===== src/logic/zarc_pkg.sv =====
/*
 * constants, register map and state encoding for the two-zone
 * accumulate and release controller.
 * assumes a 125 MHz sys_clk and 16-bit registers on a 32-bit bus.
 */
// Functional notes
// - new release value frees carton, holds next
// - release during full downstream waits, then fires
// - counters differ while carton occupies zone
// - departure makes departure count equal arrival
// - hold bit set stops arriving cartons
// - hold bit cleared frees carton, no hold
// - tracking applies only via release; cancel discards
// - arrival presents carton tracking words
// - downstream zone repeats same mechanism separately
// - induct status four runs upstream zone
// - induct words valid after four-to-one, captured
// - status four at arrival means long carton
// - discharged zone waits confirmation, holds newcomers
// - both words all-ones clear; single word stored
// - missing confirmation reports a jam
package zarc_pkg;
	// ----------------------------------------------------------
	// register map (byte addresses)
	// ----------------------------------------------------------
	localparam logic [7:0] UP_BASE      = 8'h00;
	localparam logic [7:0] DN_BASE      = 8'h40;
	localparam logic [7:0] OFS_ACC      = 8'h00;
	localparam logic [7:0] OFS_REL      = 8'h04;
	localparam logic [7:0] OFS_REL_CUR  = 8'h08;
	localparam logic [7:0] OFS_ARR      = 8'h0C;
	localparam logic [7:0] OFS_DEP      = 8'h10;
	localparam logic [7:0] OFS_STRK1    = 8'h14;
	localparam logic [7:0] OFS_STRK2    = 8'h18;
	localparam logic [7:0] OFS_CTRK1    = 8'h1C;
	localparam logic [7:0] OFS_CTRK2    = 8'h20;
	localparam logic [7:0] ADR_IND_STAT = 8'h80;
	localparam logic [7:0] ADR_IND_TRK1 = 8'h84;
	localparam logic [7:0] ADR_IND_TRK2 = 8'h88;
	localparam logic [7:0] ADR_IRQ_STAT = 8'h8C;
	localparam logic [7:0] ADR_IRQ_CLR  = 8'h90;
	localparam logic [7:0] ADR_IRQ_EN   = 8'h94;
	// ----------------------------------------------------------
	// fields and values
	// ----------------------------------------------------------
	localparam int unsigned ACC_HOLD_BIT = 0;
	localparam logic [15:0] REG_RESET    = 16'h0000;
	localparam logic [15:0] TRK_CLEAR    = 16'hFFFF;
	localparam logic [15:0] TRK_KEEP     = 16'h0000;
	localparam logic [15:0] IND_RUN      = 16'h0004;
	localparam logic [15:0] IND_VALID    = 16'h0001;
	localparam int unsigned IRQ_W        = 7;
	localparam int unsigned IRQ_UP_ARR   = 0;
	localparam int unsigned IRQ_UP_DEP   = 1;
	localparam int unsigned IRQ_DN_ARR   = 2;
	localparam int unsigned IRQ_DN_DEP   = 3;
	localparam int unsigned IRQ_UP_JAM   = 4;
	localparam int unsigned IRQ_DN_JAM   = 5;
	localparam int unsigned IRQ_LONG     = 6;
	// ----------------------------------------------------------
	// timing
	// ----------------------------------------------------------
	localparam int unsigned CLK_HZ       = 125_000_000;
	localparam int unsigned JAM_TIME_MS  = 2000;
	localparam int unsigned JAM_CYCLES   = JAM_TIME_MS * (CLK_HZ / 1000);
	// ----------------------------------------------------------
	// zone states
	// ----------------------------------------------------------
	typedef enum logic [2:0] {
		ZS_EMPTY = 3'b001,
		ZS_HELD  = 3'b010,
		ZS_DISCH = 3'b100
	} zarc_state_e;
endpackage


===== src/logic/zarc_zone.sv =====
/*
 * one conveyor zone: counts, hold, release, tracking, confirmation.
 * assumes sensor and confirm are synchronous to sys_clk.
 */
`timescale 1ns/1ns
`default_nettype none
module zarc_zone #(
	parameter int unsigned JAM_CYC = zarc_pkg::JAM_CYCLES
) (
	// clock and reset
	input  wire logic        sys_clk,
	input  wire logic        rst_b,
	// field
	input  wire logic        sensor,
	input  wire logic        ds_clear,
	input  wire logic        wake,
	input  wire logic        confirm,
	output logic             motor_run,
	output logic             ready,
	// control
	input  wire logic        acc_hold,
	input  wire logic        rel_we,
	input  wire logic [15:0] rel_val,
	input  wire logic [15:0] set_trk1,
	input  wire logic [15:0] set_trk2,
	input  wire logic [15:0] in_trk1,
	input  wire logic [15:0] in_trk2,
	// status
	output logic [15:0]      arr_cnt_q,
	output logic [15:0]      dep_cnt_q,
	output logic [15:0]      rel_cnt_q,
	output logic [15:0]      trk1_q,
	output logic [15:0]      trk2_q,
	output logic             arrive,
	output logic             depart,
	output logic             jam_q
);
	zarc_pkg::zarc_state_e st_q;
	zarc_pkg::zarc_state_e st_d;
	logic        sens_q;
	logic        acc_q;
	logic        hold_q;
	logic        arm_q;
	logic        pend_q;
	logic        wait_q;
	logic [31:0] tmr_q;
	logic        cancel;
	logic        rel_new;
	logic        go;
	logic        both_clr;
	logic        both_keep;

	// edges and decisions
	assign arrive    = sensor & ~sens_q;
	assign depart    = ~sensor & sens_q;
	assign cancel    = acc_q & ~acc_hold;
	assign rel_new   = rel_we & (rel_val != rel_cnt_q);
	assign go        = ds_clear & ~wait_q & (~hold_q | pend_q);
	assign both_clr  = (set_trk1 == zarc_pkg::TRK_CLEAR) & (set_trk2 == zarc_pkg::TRK_CLEAR);
	assign both_keep = (set_trk1 == zarc_pkg::TRK_KEEP) & (set_trk2 == zarc_pkg::TRK_KEEP);
	assign motor_run = (st_q == zarc_pkg::ZS_DISCH) | ((st_q == zarc_pkg::ZS_EMPTY) & wake);
	assign ready     = (st_q == zarc_pkg::ZS_EMPTY) & ~wait_q;

	// zone sequence
	always_comb
	begin
		st_d = st_q;
		case (st_q)
			zarc_pkg::ZS_EMPTY: if (arrive) st_d = zarc_pkg::ZS_HELD;
			zarc_pkg::ZS_HELD:  if (depart) st_d = zarc_pkg::ZS_EMPTY;
			                    else if (go) st_d = zarc_pkg::ZS_DISCH;
			zarc_pkg::ZS_DISCH: if (depart) st_d = zarc_pkg::ZS_EMPTY;
			default:            st_d = zarc_pkg::ZS_EMPTY;
		endcase
	end

	// hold, pending release and next-arrival arming
	always_ff @(posedge sys_clk)
	begin
		if (!rst_b)
		begin
			st_q <= zarc_pkg::ZS_EMPTY;
			sens_q <= 1'b0;
			acc_q <= 1'b0;
			hold_q <= 1'b0;
			arm_q <= 1'b0;
			pend_q <= 1'b0;
		end
		else
		begin
			st_q <= st_d;
			sens_q <= sensor;
			acc_q <= acc_hold;
			if (cancel)
				hold_q <= 1'b0;
			else if (arrive & (st_q == zarc_pkg::ZS_EMPTY))
				hold_q <= acc_hold | arm_q;
			if (rel_new)
				arm_q <= 1'b1;
			else if (cancel | (arrive & (st_q == zarc_pkg::ZS_EMPTY)))
				arm_q <= 1'b0;
			if (rel_new & (st_q == zarc_pkg::ZS_HELD))
				pend_q <= 1'b1;
			else if (st_q != zarc_pkg::ZS_HELD)
				pend_q <= 1'b0;
		end
	end

	// counters and tracking; arrival loads incoming words
	always_ff @(posedge sys_clk)
	begin
		if (!rst_b)
		begin
			arr_cnt_q <= zarc_pkg::REG_RESET;
			dep_cnt_q <= zarc_pkg::REG_RESET;
			rel_cnt_q <= zarc_pkg::REG_RESET;
			trk1_q <= zarc_pkg::REG_RESET;
			trk2_q <= zarc_pkg::REG_RESET;
		end
		else
		begin
			if (arrive)
				arr_cnt_q <= arr_cnt_q + 16'h0001;
			if (depart)
				dep_cnt_q <= arr_cnt_q;
			if (rel_new)
				rel_cnt_q <= rel_val;
			if (arrive & (st_q == zarc_pkg::ZS_EMPTY))
			begin
				trk1_q <= in_trk1;
				trk2_q <= in_trk2;
			end
			else if (rel_new & ~both_keep)
			begin
				trk1_q <= both_clr ? zarc_pkg::REG_RESET : set_trk1;
				trk2_q <= both_clr ? zarc_pkg::REG_RESET : set_trk2;
			end
		end
	end

	// confirmation wait and jam timer; departure wins over confirm
	always_ff @(posedge sys_clk)
	begin
		if (!rst_b)
		begin
			wait_q <= 1'b0;
			tmr_q <= 32'h0000_0000;
			jam_q <= 1'b0;
		end
		else
		begin
			if (depart & (st_q == zarc_pkg::ZS_DISCH))
				wait_q <= 1'b1;
			else if (confirm)
				wait_q <= 1'b0;
			tmr_q <= wait_q ? tmr_q + 32'h0000_0001 : 32'h0000_0000;
			if (wait_q & (tmr_q == JAM_CYC - 1))
				jam_q <= 1'b1;
			else if (confirm)
				jam_q <= 1'b0;
		end
	end

	a_depart_equal: assert property (@(posedge sys_clk) disable iff (!rst_b)
		depart |=> (dep_cnt_q == arr_cnt_q)) else $error("departure count not equal");
	a_arrive_count: assert property (@(posedge sys_clk) disable iff (!rst_b)
		arrive |=> (arr_cnt_q == $past(arr_cnt_q) + 16'h0001)) else $error("arrival not counted");
	a_hold_stops: assert property (@(posedge sys_clk) disable iff (!rst_b)
		(st_q == zarc_pkg::ZS_HELD) & hold_q & ~pend_q & ~depart
		|=> (st_q == zarc_pkg::ZS_HELD) & ~motor_run) else $error("held carton moving");
	a_cancel_frees: assert property (@(posedge sys_clk) disable iff (!rst_b)
		cancel & ~arrive |=> ~hold_q & ~arm_q) else $error("cancel did not free");
	a_wait_confirm: assert property (@(posedge sys_clk) disable iff (!rst_b)
		depart & (st_q == zarc_pkg::ZS_DISCH) |=> wait_q & ~ready) else $error("no confirm wait");
endmodule // zarc_zone
`default_nettype wire


===== src/logic/zarc_top.sv =====
/*
 * two-zone controller top: avalon-mm register slave, induct handshake,
 * interrupt status and the two zone instances.
 * assumes field inputs are synchronous to sys_clk; 16-bit registers.
 */
`timescale 1ns/1ns
`default_nettype none
module zarc_top #(
	parameter int unsigned JAM_CYC = zarc_pkg::JAM_CYCLES
) (
	// clock and reset
	input  wire logic        sys_clk,
	input  wire logic        rst_b,
	// avalon-mm slave
	input  wire logic [7:0]  avs_address,
	input  wire logic        avs_read,
	input  wire logic        avs_write,
	input  wire logic [31:0] avs_writedata,
	input  wire logic [3:0]  avs_byteenable,
	output logic [31:0]      avs_readdata,
	output logic             avs_waitrequest,
	// field sensors
	input  wire logic        up_sensor,
	input  wire logic        dn_sensor,
	input  wire logic        discharge_clear,
	input  wire logic        discharge_confirm,
	// motors
	output logic             up_motor_run,
	output logic             dn_motor_run,
	// interrupt
	output logic             irq
);
	// ------------------------------------------------------------
	// bus handshake
	// ------------------------------------------------------------
	logic        ack_q;
	logic [31:0] rdata_q;
	logic        req;
	logic        wr_ok;
	logic [15:0] wd;

	// one wait state on every access keeps read data registered
	assign req             = avs_read | avs_write;
	assign avs_waitrequest = req & ~ack_q;
	assign avs_readdata    = rdata_q;
	// partial writes to the low half are ignored
	assign wr_ok           = avs_write & ack_q & (avs_byteenable[1:0] == 2'b11);
	assign wd              = avs_writedata[15:0];

	always_ff @(posedge sys_clk)
	begin
		if (!rst_b)
			ack_q <= 1'b0;
		else
			ack_q <= req & ~ack_q;
	end

	// ------------------------------------------------------------
	// address decode
	// ------------------------------------------------------------
	logic hit_up_acc;
	logic hit_up_rel;
	logic hit_up_s1;
	logic hit_up_s2;
	logic hit_dn_acc;
	logic hit_dn_rel;
	logic hit_dn_s1;
	logic hit_dn_s2;
	logic hit_ind;
	logic hit_it1;
	logic hit_it2;
	logic hit_clr;
	logic hit_en;

	assign hit_up_acc = avs_address == (zarc_pkg::UP_BASE + zarc_pkg::OFS_ACC);
	assign hit_up_rel = avs_address == (zarc_pkg::UP_BASE + zarc_pkg::OFS_REL);
	assign hit_up_s1  = avs_address == (zarc_pkg::UP_BASE + zarc_pkg::OFS_STRK1);
	assign hit_up_s2  = avs_address == (zarc_pkg::UP_BASE + zarc_pkg::OFS_STRK2);
	assign hit_dn_acc = avs_address == (zarc_pkg::DN_BASE + zarc_pkg::OFS_ACC);
	assign hit_dn_rel = avs_address == (zarc_pkg::DN_BASE + zarc_pkg::OFS_REL);
	assign hit_dn_s1  = avs_address == (zarc_pkg::DN_BASE + zarc_pkg::OFS_STRK1);
	assign hit_dn_s2  = avs_address == (zarc_pkg::DN_BASE + zarc_pkg::OFS_STRK2);
	assign hit_ind    = avs_address == zarc_pkg::ADR_IND_STAT;
	assign hit_it1    = avs_address == zarc_pkg::ADR_IND_TRK1;
	assign hit_it2    = avs_address == zarc_pkg::ADR_IND_TRK2;
	assign hit_clr    = avs_address == zarc_pkg::ADR_IRQ_CLR;
	assign hit_en     = avs_address == zarc_pkg::ADR_IRQ_EN;

	// ------------------------------------------------------------
	// control registers
	// ------------------------------------------------------------
	logic [15:0] up_acc_q;
	logic [15:0] dn_acc_q;
	logic [15:0] up_s1_q;
	logic [15:0] up_s2_q;
	logic [15:0] dn_s1_q;
	logic [15:0] dn_s2_q;
	logic [15:0] ind_stat_q;
	logic [15:0] ind_t1_q;
	logic [15:0] ind_t2_q;
	logic        up_cancel;
	logic        dn_cancel;

	// a cancelling write also drops staged tracking words
	assign up_cancel = wr_ok & hit_up_acc & up_acc_q[zarc_pkg::ACC_HOLD_BIT]
		& ~wd[zarc_pkg::ACC_HOLD_BIT];
	assign dn_cancel = wr_ok & hit_dn_acc & dn_acc_q[zarc_pkg::ACC_HOLD_BIT]
		& ~wd[zarc_pkg::ACC_HOLD_BIT];

	always_ff @(posedge sys_clk)
	begin
		if (!rst_b)
		begin
			up_acc_q <= zarc_pkg::REG_RESET;
			dn_acc_q <= zarc_pkg::REG_RESET;
			up_s1_q <= zarc_pkg::REG_RESET;
			up_s2_q <= zarc_pkg::REG_RESET;
			dn_s1_q <= zarc_pkg::REG_RESET;
			dn_s2_q <= zarc_pkg::REG_RESET;
		end
		else
		begin
			if (wr_ok & hit_up_acc) up_acc_q <= wd;
			if (wr_ok & hit_dn_acc) dn_acc_q <= wd;
			if (up_cancel)
			begin
				up_s1_q <= zarc_pkg::REG_RESET;
				up_s2_q <= zarc_pkg::REG_RESET;
			end
			else
			begin
				if (wr_ok & hit_up_s1) up_s1_q <= wd;
				if (wr_ok & hit_up_s2) up_s2_q <= wd;
			end
			if (dn_cancel)
			begin
				dn_s1_q <= zarc_pkg::REG_RESET;
				dn_s2_q <= zarc_pkg::REG_RESET;
			end
			else
			begin
				if (wr_ok & hit_dn_s1) dn_s1_q <= wd;
				if (wr_ok & hit_dn_s2) dn_s2_q <= wd;
			end
		end
	end

	// ------------------------------------------------------------
	// induct handshake
	// ------------------------------------------------------------
	logic        ind_ok_q;
	logic        up_arrive;
	logic        up_depart;
	logic        ind_to_one;
	logic        ind_take;
	logic        long_evt;
	logic [15:0] up_in1;
	logic [15:0] up_in2;

	assign ind_to_one = wr_ok & hit_ind & (ind_stat_q == zarc_pkg::IND_RUN)
		& (wd == zarc_pkg::IND_VALID);
	assign ind_take   = up_arrive & ind_ok_q;
	// status still four at the sensor: carton spans more than a zone
	assign long_evt   = up_arrive & (ind_stat_q == zarc_pkg::IND_RUN);
	assign up_in1     = ind_take ? ind_t1_q : zarc_pkg::REG_RESET;
	assign up_in2     = ind_take ? ind_t2_q : zarc_pkg::REG_RESET;

	always_ff @(posedge sys_clk)
	begin
		if (!rst_b)
		begin
			ind_stat_q <= zarc_pkg::REG_RESET;
			ind_t1_q <= zarc_pkg::REG_RESET;
			ind_t2_q <= zarc_pkg::REG_RESET;
			ind_ok_q <= 1'b0;
		end
		else
		begin
			if (wr_ok & hit_ind) ind_stat_q <= wd;
			if (wr_ok & hit_it1) ind_t1_q <= wd;
			if (wr_ok & hit_it2) ind_t2_q <= wd;
			if (ind_to_one)
				ind_ok_q <= 1'b1;
			else if (ind_take)
				ind_ok_q <= 1'b0;
		end
	end

	// ------------------------------------------------------------
	// zones
	// ------------------------------------------------------------
	logic        dn_ready;
	logic        dn_arrive;
	logic        dn_depart;
	logic        up_jam;
	logic        dn_jam;
	logic [15:0] up_arr;
	logic [15:0] up_dep;
	logic [15:0] up_rel;
	logic [15:0] up_t1;
	logic [15:0] up_t2;
	logic [15:0] dn_arr;
	logic [15:0] dn_dep;
	logic [15:0] dn_rel;
	logic [15:0] dn_t1;
	logic [15:0] dn_t2;
	logic        up_wake;

	assign up_wake = ind_stat_q == zarc_pkg::IND_RUN;

	zarc_zone #(.JAM_CYC(JAM_CYC)) u_up (
		.sys_clk   (sys_clk),
		.rst_b     (rst_b),
		.sensor    (up_sensor),
		.ds_clear  (dn_ready),
		.wake      (up_wake),
		.confirm   (dn_arrive),
		.motor_run (up_motor_run),
		.ready     (),
		.acc_hold  (up_acc_q[zarc_pkg::ACC_HOLD_BIT]),
		.rel_we    (wr_ok & hit_up_rel),
		.rel_val   (wd),
		.set_trk1  (up_s1_q),
		.set_trk2  (up_s2_q),
		.in_trk1   (up_in1),
		.in_trk2   (up_in2),
		.arr_cnt_q (up_arr),
		.dep_cnt_q (up_dep),
		.rel_cnt_q (up_rel),
		.trk1_q    (up_t1),
		.trk2_q    (up_t2),
		.arrive    (up_arrive),
		.depart    (up_depart),
		.jam_q     (up_jam)
	);

	// downstream zone: same logic, own registers, fed by upstream
	zarc_zone #(.JAM_CYC(JAM_CYC)) u_dn (
		.sys_clk   (sys_clk),
		.rst_b     (rst_b),
		.sensor    (dn_sensor),
		.ds_clear  (discharge_clear),
		.wake      (up_motor_run),
		.confirm   (discharge_confirm),
		.motor_run (dn_motor_run),
		.ready     (dn_ready),
		.acc_hold  (dn_acc_q[zarc_pkg::ACC_HOLD_BIT]),
		.rel_we    (wr_ok & hit_dn_rel),
		.rel_val   (wd),
		.set_trk1  (dn_s1_q),
		.set_trk2  (dn_s2_q),
		.in_trk1   (up_t1),
		.in_trk2   (up_t2),
		.arr_cnt_q (dn_arr),
		.dep_cnt_q (dn_dep),
		.rel_cnt_q (dn_rel),
		.trk1_q    (dn_t1),
		.trk2_q    (dn_t2),
		.arrive    (dn_arrive),
		.depart    (dn_depart),
		.jam_q     (dn_jam)
	);

	// ------------------------------------------------------------
	// interrupts
	// ------------------------------------------------------------
	logic [6:0] irq_stat_q;
	logic [6:0] irq_en_q;
	logic [6:0] irq_set;
	logic [6:0] irq_clr;

	assign irq_set = {long_evt, dn_jam, up_jam, dn_depart, dn_arrive, up_depart, up_arrive};
	assign irq_clr = (wr_ok & hit_clr) ? wd[6:0] : 7'h00;
	assign irq     = |(irq_stat_q & irq_en_q);

	// a set arriving with its clear is kept
	always_ff @(posedge sys_clk)
	begin
		if (!rst_b)
		begin
			irq_stat_q <= 7'h00;
			irq_en_q <= 7'h00;
		end
		else
		begin
			irq_stat_q <= (irq_stat_q & ~irq_clr) | irq_set;
			if (wr_ok & hit_en) irq_en_q <= wd[6:0];
		end
	end

	// ------------------------------------------------------------
	// read path
	// ------------------------------------------------------------
	logic [15:0] rd_up;
	logic [15:0] rd_dn;
	logic [15:0] rd_gl;
	logic [7:0]  ofs;

	assign ofs   = {2'b00, avs_address[5:0]};
	assign rd_up = (ofs == zarc_pkg::OFS_ACC)     ? up_acc_q :
	               (ofs == zarc_pkg::OFS_REL)     ? up_rel :
	               (ofs == zarc_pkg::OFS_REL_CUR) ? up_rel :
	               (ofs == zarc_pkg::OFS_ARR)     ? up_arr :
	               (ofs == zarc_pkg::OFS_DEP)     ? up_dep :
	               (ofs == zarc_pkg::OFS_STRK1)   ? up_s1_q :
	               (ofs == zarc_pkg::OFS_STRK2)   ? up_s2_q :
	               (ofs == zarc_pkg::OFS_CTRK1)   ? up_t1 :
	               (ofs == zarc_pkg::OFS_CTRK2)   ? up_t2 : 16'h0000;
	assign rd_dn = (ofs == zarc_pkg::OFS_ACC)     ? dn_acc_q :
	               (ofs == zarc_pkg::OFS_REL)     ? dn_rel :
	               (ofs == zarc_pkg::OFS_REL_CUR) ? dn_rel :
	               (ofs == zarc_pkg::OFS_ARR)     ? dn_arr :
	               (ofs == zarc_pkg::OFS_DEP)     ? dn_dep :
	               (ofs == zarc_pkg::OFS_STRK1)   ? dn_s1_q :
	               (ofs == zarc_pkg::OFS_STRK2)   ? dn_s2_q :
	               (ofs == zarc_pkg::OFS_CTRK1)   ? dn_t1 :
	               (ofs == zarc_pkg::OFS_CTRK2)   ? dn_t2 : 16'h0000;
	assign rd_gl = hit_ind ? ind_stat_q :
	               hit_it1 ? ind_t1_q :
	               hit_it2 ? ind_t2_q :
	               (avs_address == zarc_pkg::ADR_IRQ_STAT) ? {9'h000, irq_stat_q} :
	               hit_en  ? {9'h000, irq_en_q} : 16'h0000;

	// data captured in the request's first cycle, shown with the ack
	always_ff @(posedge sys_clk)
	begin
		if (!rst_b)
			rdata_q <= 32'h0000_0000;
		else if (avs_read & ~ack_q)
			rdata_q <= {16'h0000, (avs_address[7:6] == 2'b00) ? rd_up :
			            (avs_address[7:6] == 2'b01) ? rd_dn :
			            (avs_address[7:6] == 2'b10) ? rd_gl : 16'h0000};
	end

	// ------------------------------------------------------------
	// checks
	// ------------------------------------------------------------
	a_release_detect: assert property (@(posedge sys_clk) disable iff (!rst_b)
		wr_ok & hit_up_rel & (wd != up_rel) |=> (up_rel == $past(wd)))
		else $error("release value not taken");
	a_induct_valid: assert property (@(posedge sys_clk) disable iff (!rst_b)
		ind_to_one & ~up_arrive |=> ind_ok_q) else $error("induct words not armed");
	a_induct_load: assert property (@(posedge sys_clk) disable iff (!rst_b)
		ind_take & (u_up.st_q == zarc_pkg::ZS_EMPTY)
		|=> (up_t1 == $past(ind_t1_q)) & (up_t2 == $past(ind_t2_q)))
		else $error("induct words not captured");
	a_long_carton: assert property (@(posedge sys_clk) disable iff (!rst_b)
		long_evt |=> irq_stat_q[zarc_pkg::IRQ_LONG]) else $error("long carton missed");
	a_wake_run: assert property (@(posedge sys_clk) disable iff (!rst_b)
		$rose(up_wake) & ~up_sensor & ~up_motor_run |-> ##[0:2] up_motor_run | up_sensor)
		else $error("wake did not run zone");
	a_irq_level: assert property (@(posedge sys_clk) disable iff (!rst_b)
		irq_set[zarc_pkg::IRQ_UP_ARR] & irq_en_q[zarc_pkg::IRQ_UP_ARR] ##1 1'b1 |-> irq)
		else $error("interrupt not raised");
endmodule // zarc_top
`default_nettype wire


===== config.mk =====
export PLATFORM = sky130hd
export DESIGN_NAME = zarc_top
export DESIGN_NICKNAME = d
export VERILOG_FILES = /design/src/logic/zarc_pkg.sv /design/src/logic/zarc_zone.sv /design/src/logic/zarc_top.sv
export SDC_FILE = /design/constraint.sdc
export NUM_CORES = 1
export LEC_CHECK = 0
export BUFFER_PORTS_ARGS = -buffer_cell sky130_fd_sc_hd__buf_2
export CAP_MARGIN = 20
export CELL_PAD_IN_SITES_DETAIL_PLACEMENT = 0
export CELL_PAD_IN_SITES_GLOBAL_PLACEMENT = 2
export CORE_MARGIN = 1.5
export CORE_UTILIZATION = 40
export CTS_CLUSTER_SIZE = 8
export DETAILED_ROUTE_END_ITERATION = 6
export GPL_TIMING_DRIVEN = 0
export PLACE_DENSITY_LB_ADDON = 0.1
export SYNTH_ARGS = -nofsm -noshare
export SYNTH_HDL_FRONTEND = slang
export SYNTH_SLANG_ARGS = --single-unit

===== constraint.sdc =====
create_clock -name sys_clk -period 4.6 [get_ports sys_clk]
set_clock_uncertainty 0.2 [all_clocks]
set_input_delay 0.69 -clock sys_clk [delete_from_list [all_inputs] [get_ports sys_clk]]
set_output_delay 0.69 -clock sys_clk [all_outputs]
set_load 0.05 [all_outputs]

==> impl_results.md <==
- Die height: 225 um
- Top cells by area, synth: dfxtp_1 43%, nand2_1 9.7%, a21oi_1 7.2%
- H-tree lvl count: 2
- Pwr Density: 361 nW/um2
- Status: finished clean
- Antenna Nets Post-Route: 0
- Clock Tree Buf Depth: 3
- Largest net degree at the start of global routing: 16
- Lkg Pwr: 7.17 nW
- Relative slew slack: 0.0835
- Share of cells above drive strength 1: 0.0940
- RSZ-0062 raised after global routing: false
- Site Rows: 81
- Post_cts resized: 0
- CTS Hold Bufs: 0
- Post-route insts no fill: 3293
- CP Launch Type: input port
- Postcts setup bufs: 0
- Final WS setup: 401 ps
- Type of element capturing the critical path: flop
- Count of cell types in the netlist: 70
- TritonRoute pass-1 iters: 7
- Clock Sinks: 420
- Worst slew pin tran: 1340 ps
- Crit path buffers/inverters: 2
- Setup_tns: 0 ps
- Final instance area: 22700 um2
- TritonCTS Buffers: 58
- Area share of the largest cell type after synthesis: 0.427
- Core area: 48700 um2
- Final core occ: 0.465
- Setup-failing EPs final: 0
- Via density: 6.12
- Die ar.: 50600 um2
- Worst path top cell family by delay: compound AO/OA/AOI/OAI gates
- Hold Crit Class: input port to flop
- Post-synthesis cell count: 2484
- Commonest non-fill, non-tap cell in the layout: nand2_1
- Biggest area consumer among synthesized cells: dfxtp_1
- Critical path, cell by cell: buf_2 > nor4_2 > nand2_1 > buf_2 > o21ai_1 > o22ai_1 > a2111oi_0 > o2bb2ai_1
- Final hold vios: 0
- WL met2: 40300 um
- Top routing layer in use: met5
- Post-Place Cell Area: 21100 um2
- CTS tree: built
- Mapped Area: 19700 um2
- Max IR drop VDD: 0.275 mV
- Met3 WL: 8530 um
- Antenna violations before repair: 3
- Final #Nets: 2678
- Register bit count reported by yosys: 420
- Maxcap violations: 0
- Via count: 20157
- Cells after DPL: 3224
- CTS root buffer: clkbuf_16
- Mean Syn Cell Area: 7.93 um2
- Final hold slack: 109 ps
- Post-synth EDFFs: 0
- Skew-Pair Late Insertion Delay: 640 ps
- Synth Warn #: 0
- Placed wire-length estimate: 71200 um
- CP max FO: 10
- Ys async rst share: 0
- Die width: 225 um
- Minimum clock period: 4200 ps
- Largest registers: u_dn.tmr_q (32), u_up.tmr_q (32)
- IO Pins: 88
- CP most frequent cell: buf_2
- 1st-iter DRT viols: 2499
- Vias in the first global route: 18514
- Global-route wire length before repair: 131000 um
- Port bufs: 42
- Drc violations: 0
- Final period util: 0.913
- Initial Util: 0.404
- Fmax: 238 MHz
- Synth-to-layout area growth: 15.1%
- Grt ovf: 0
- Pins over their slew limit: 0
- Post-Route WL: 92900 um
- Sequential share of the synthesized area: 0.427
- Slowest stage delay, CP: 1170 ps
- Total GRT Usage: 0.363
- Worst-path clk slew: 50 ps
- Pre-CTS setup slack: -92.3 ps
- Final GP Congestion: 0.989
- Slowest CP cell: a2111oi_0
- WS Path Type: input port to flop
- Worst path arrival time: 4470 ps
- Post-DR wirelength/cell: 28.2 um
- Power Total: 8.18 mW
- Commonest cells after routing, fill and taps aside: 508 x nand2_1, 420 x dfxtp_1, 283 x a21oi_1, 188 x nor2_1, 129 x clkbuf_1
- DRT met1 WL: 39400 um
- Dominant synthesized flop cell: dfxtp_1
- CP Data Required Time: 4870 ps
worst register-to-register path, cell delays in order (launching register included):
cell	delay, ps
dfxtp_1	380
nand4_1	360
buf_1	550
nor4_4	570
nand2_1	350
o21ai_1	710
buf_2	390
a21oi_1	70
logic make-up (layout without fill, tap and decap cells):
logic type | Yosys count | count (layout) | share of synthesized area
and+or+nand+nor | 1075 | 1075 | 0.255
AOI/OAI and AO/OA | 604 | 604 | 0.190
DFF | 420 | 420 | 0.427
buffers and inverters | 223 | 351 | 0.0515
xor gates and xnor gates | 105 | 105 | 0.0467
muxes | 52 | 52 | 0.0276
adders and majority gates | 4 | 4 | 0.00254
other | 1 | 18 | 0.000190
Yosys cell counts, types with 4 or more instances:
master and count:
a2111oi_0 6, a211o_1 5, a21oi_1 283, a221oi_1 38, a222oi_1 7, a22o_1 14, a22oi_1 36, a31oi_1 45
a32oi_1 35, and2_1 14, and3_1 20, and4_1 5, buf_1 12, buf_2 49, buf_4 21, buf_6 5
clkbuf_1 125, dfxtp_1 420, ha_1 4, inv_1 10, mux2_2 19, mux2i_1 33, nand2_1 508, nand2b_1 31
nand3_1 111, nand4_1 57, nor2_1 188, nor2b_1 11, nor3_1 31, nor3_2 4, nor4_1 40, nor4_4 4
nor4b_1 5, o211ai_1 4, o21ai_0 74, o21ai_1 5, o221ai_1 15, o22ai_1 12, o2bb2ai_1 5, or3_1 17
or4_1 8, xnor2_1 58, xor2_1 47
final timing paths:
path,startpoint,to,slack (ps),cells past startpoint
worst max-delay path,avs_address[1],avs_readdata[9]$_SDFFE_PN0P_,400,8
worst min-delay path,up_sensor,u_up.sens_q$_SDFF_PN0_,110,2
worst max register to register,ack_q$_SDFF_PN0_,up_s2_q[13]$_SDFFE_PP0P_,890,7
worst min register to register,u_dn.tmr_q[0]$_SDFF_PN0_,u_dn.tmr_q[0]$_SDFF_PN0_,240,1
routing by layer:
metal | up-vias | track usage
li1 | 9052 | -
met1 | 9860 | 0.494
met2 | 1011 | 0.552
met3 | 232 | 0.0694
met4 | 2 | 0.171
met5 | - | 0
report_power, final:
| part | total (mW) | internal (mW) | switching (mW) |
|---|---|---|---|
| sequential | 3.69 | 3.66 | 0.0257 |
| combinational | 0.613 | 0.139 | 0.474 |
| clock | 3.87 | 2.24 | 1.63 |
| total | 8.18 | 6.05 | 2.13 |
layout make-up:
type	count	area, um2
tap	664	831
clock buffer	63	1490
multi-input combinational	1856	10400
clock inverter	2	32.5
timing repair buffer	63	542
fill	4919	26100
buffer	212	975
inverter	11	41.3
antenna	2	5.00
sequential	420	8410
(Power assumes the default switching activity.)
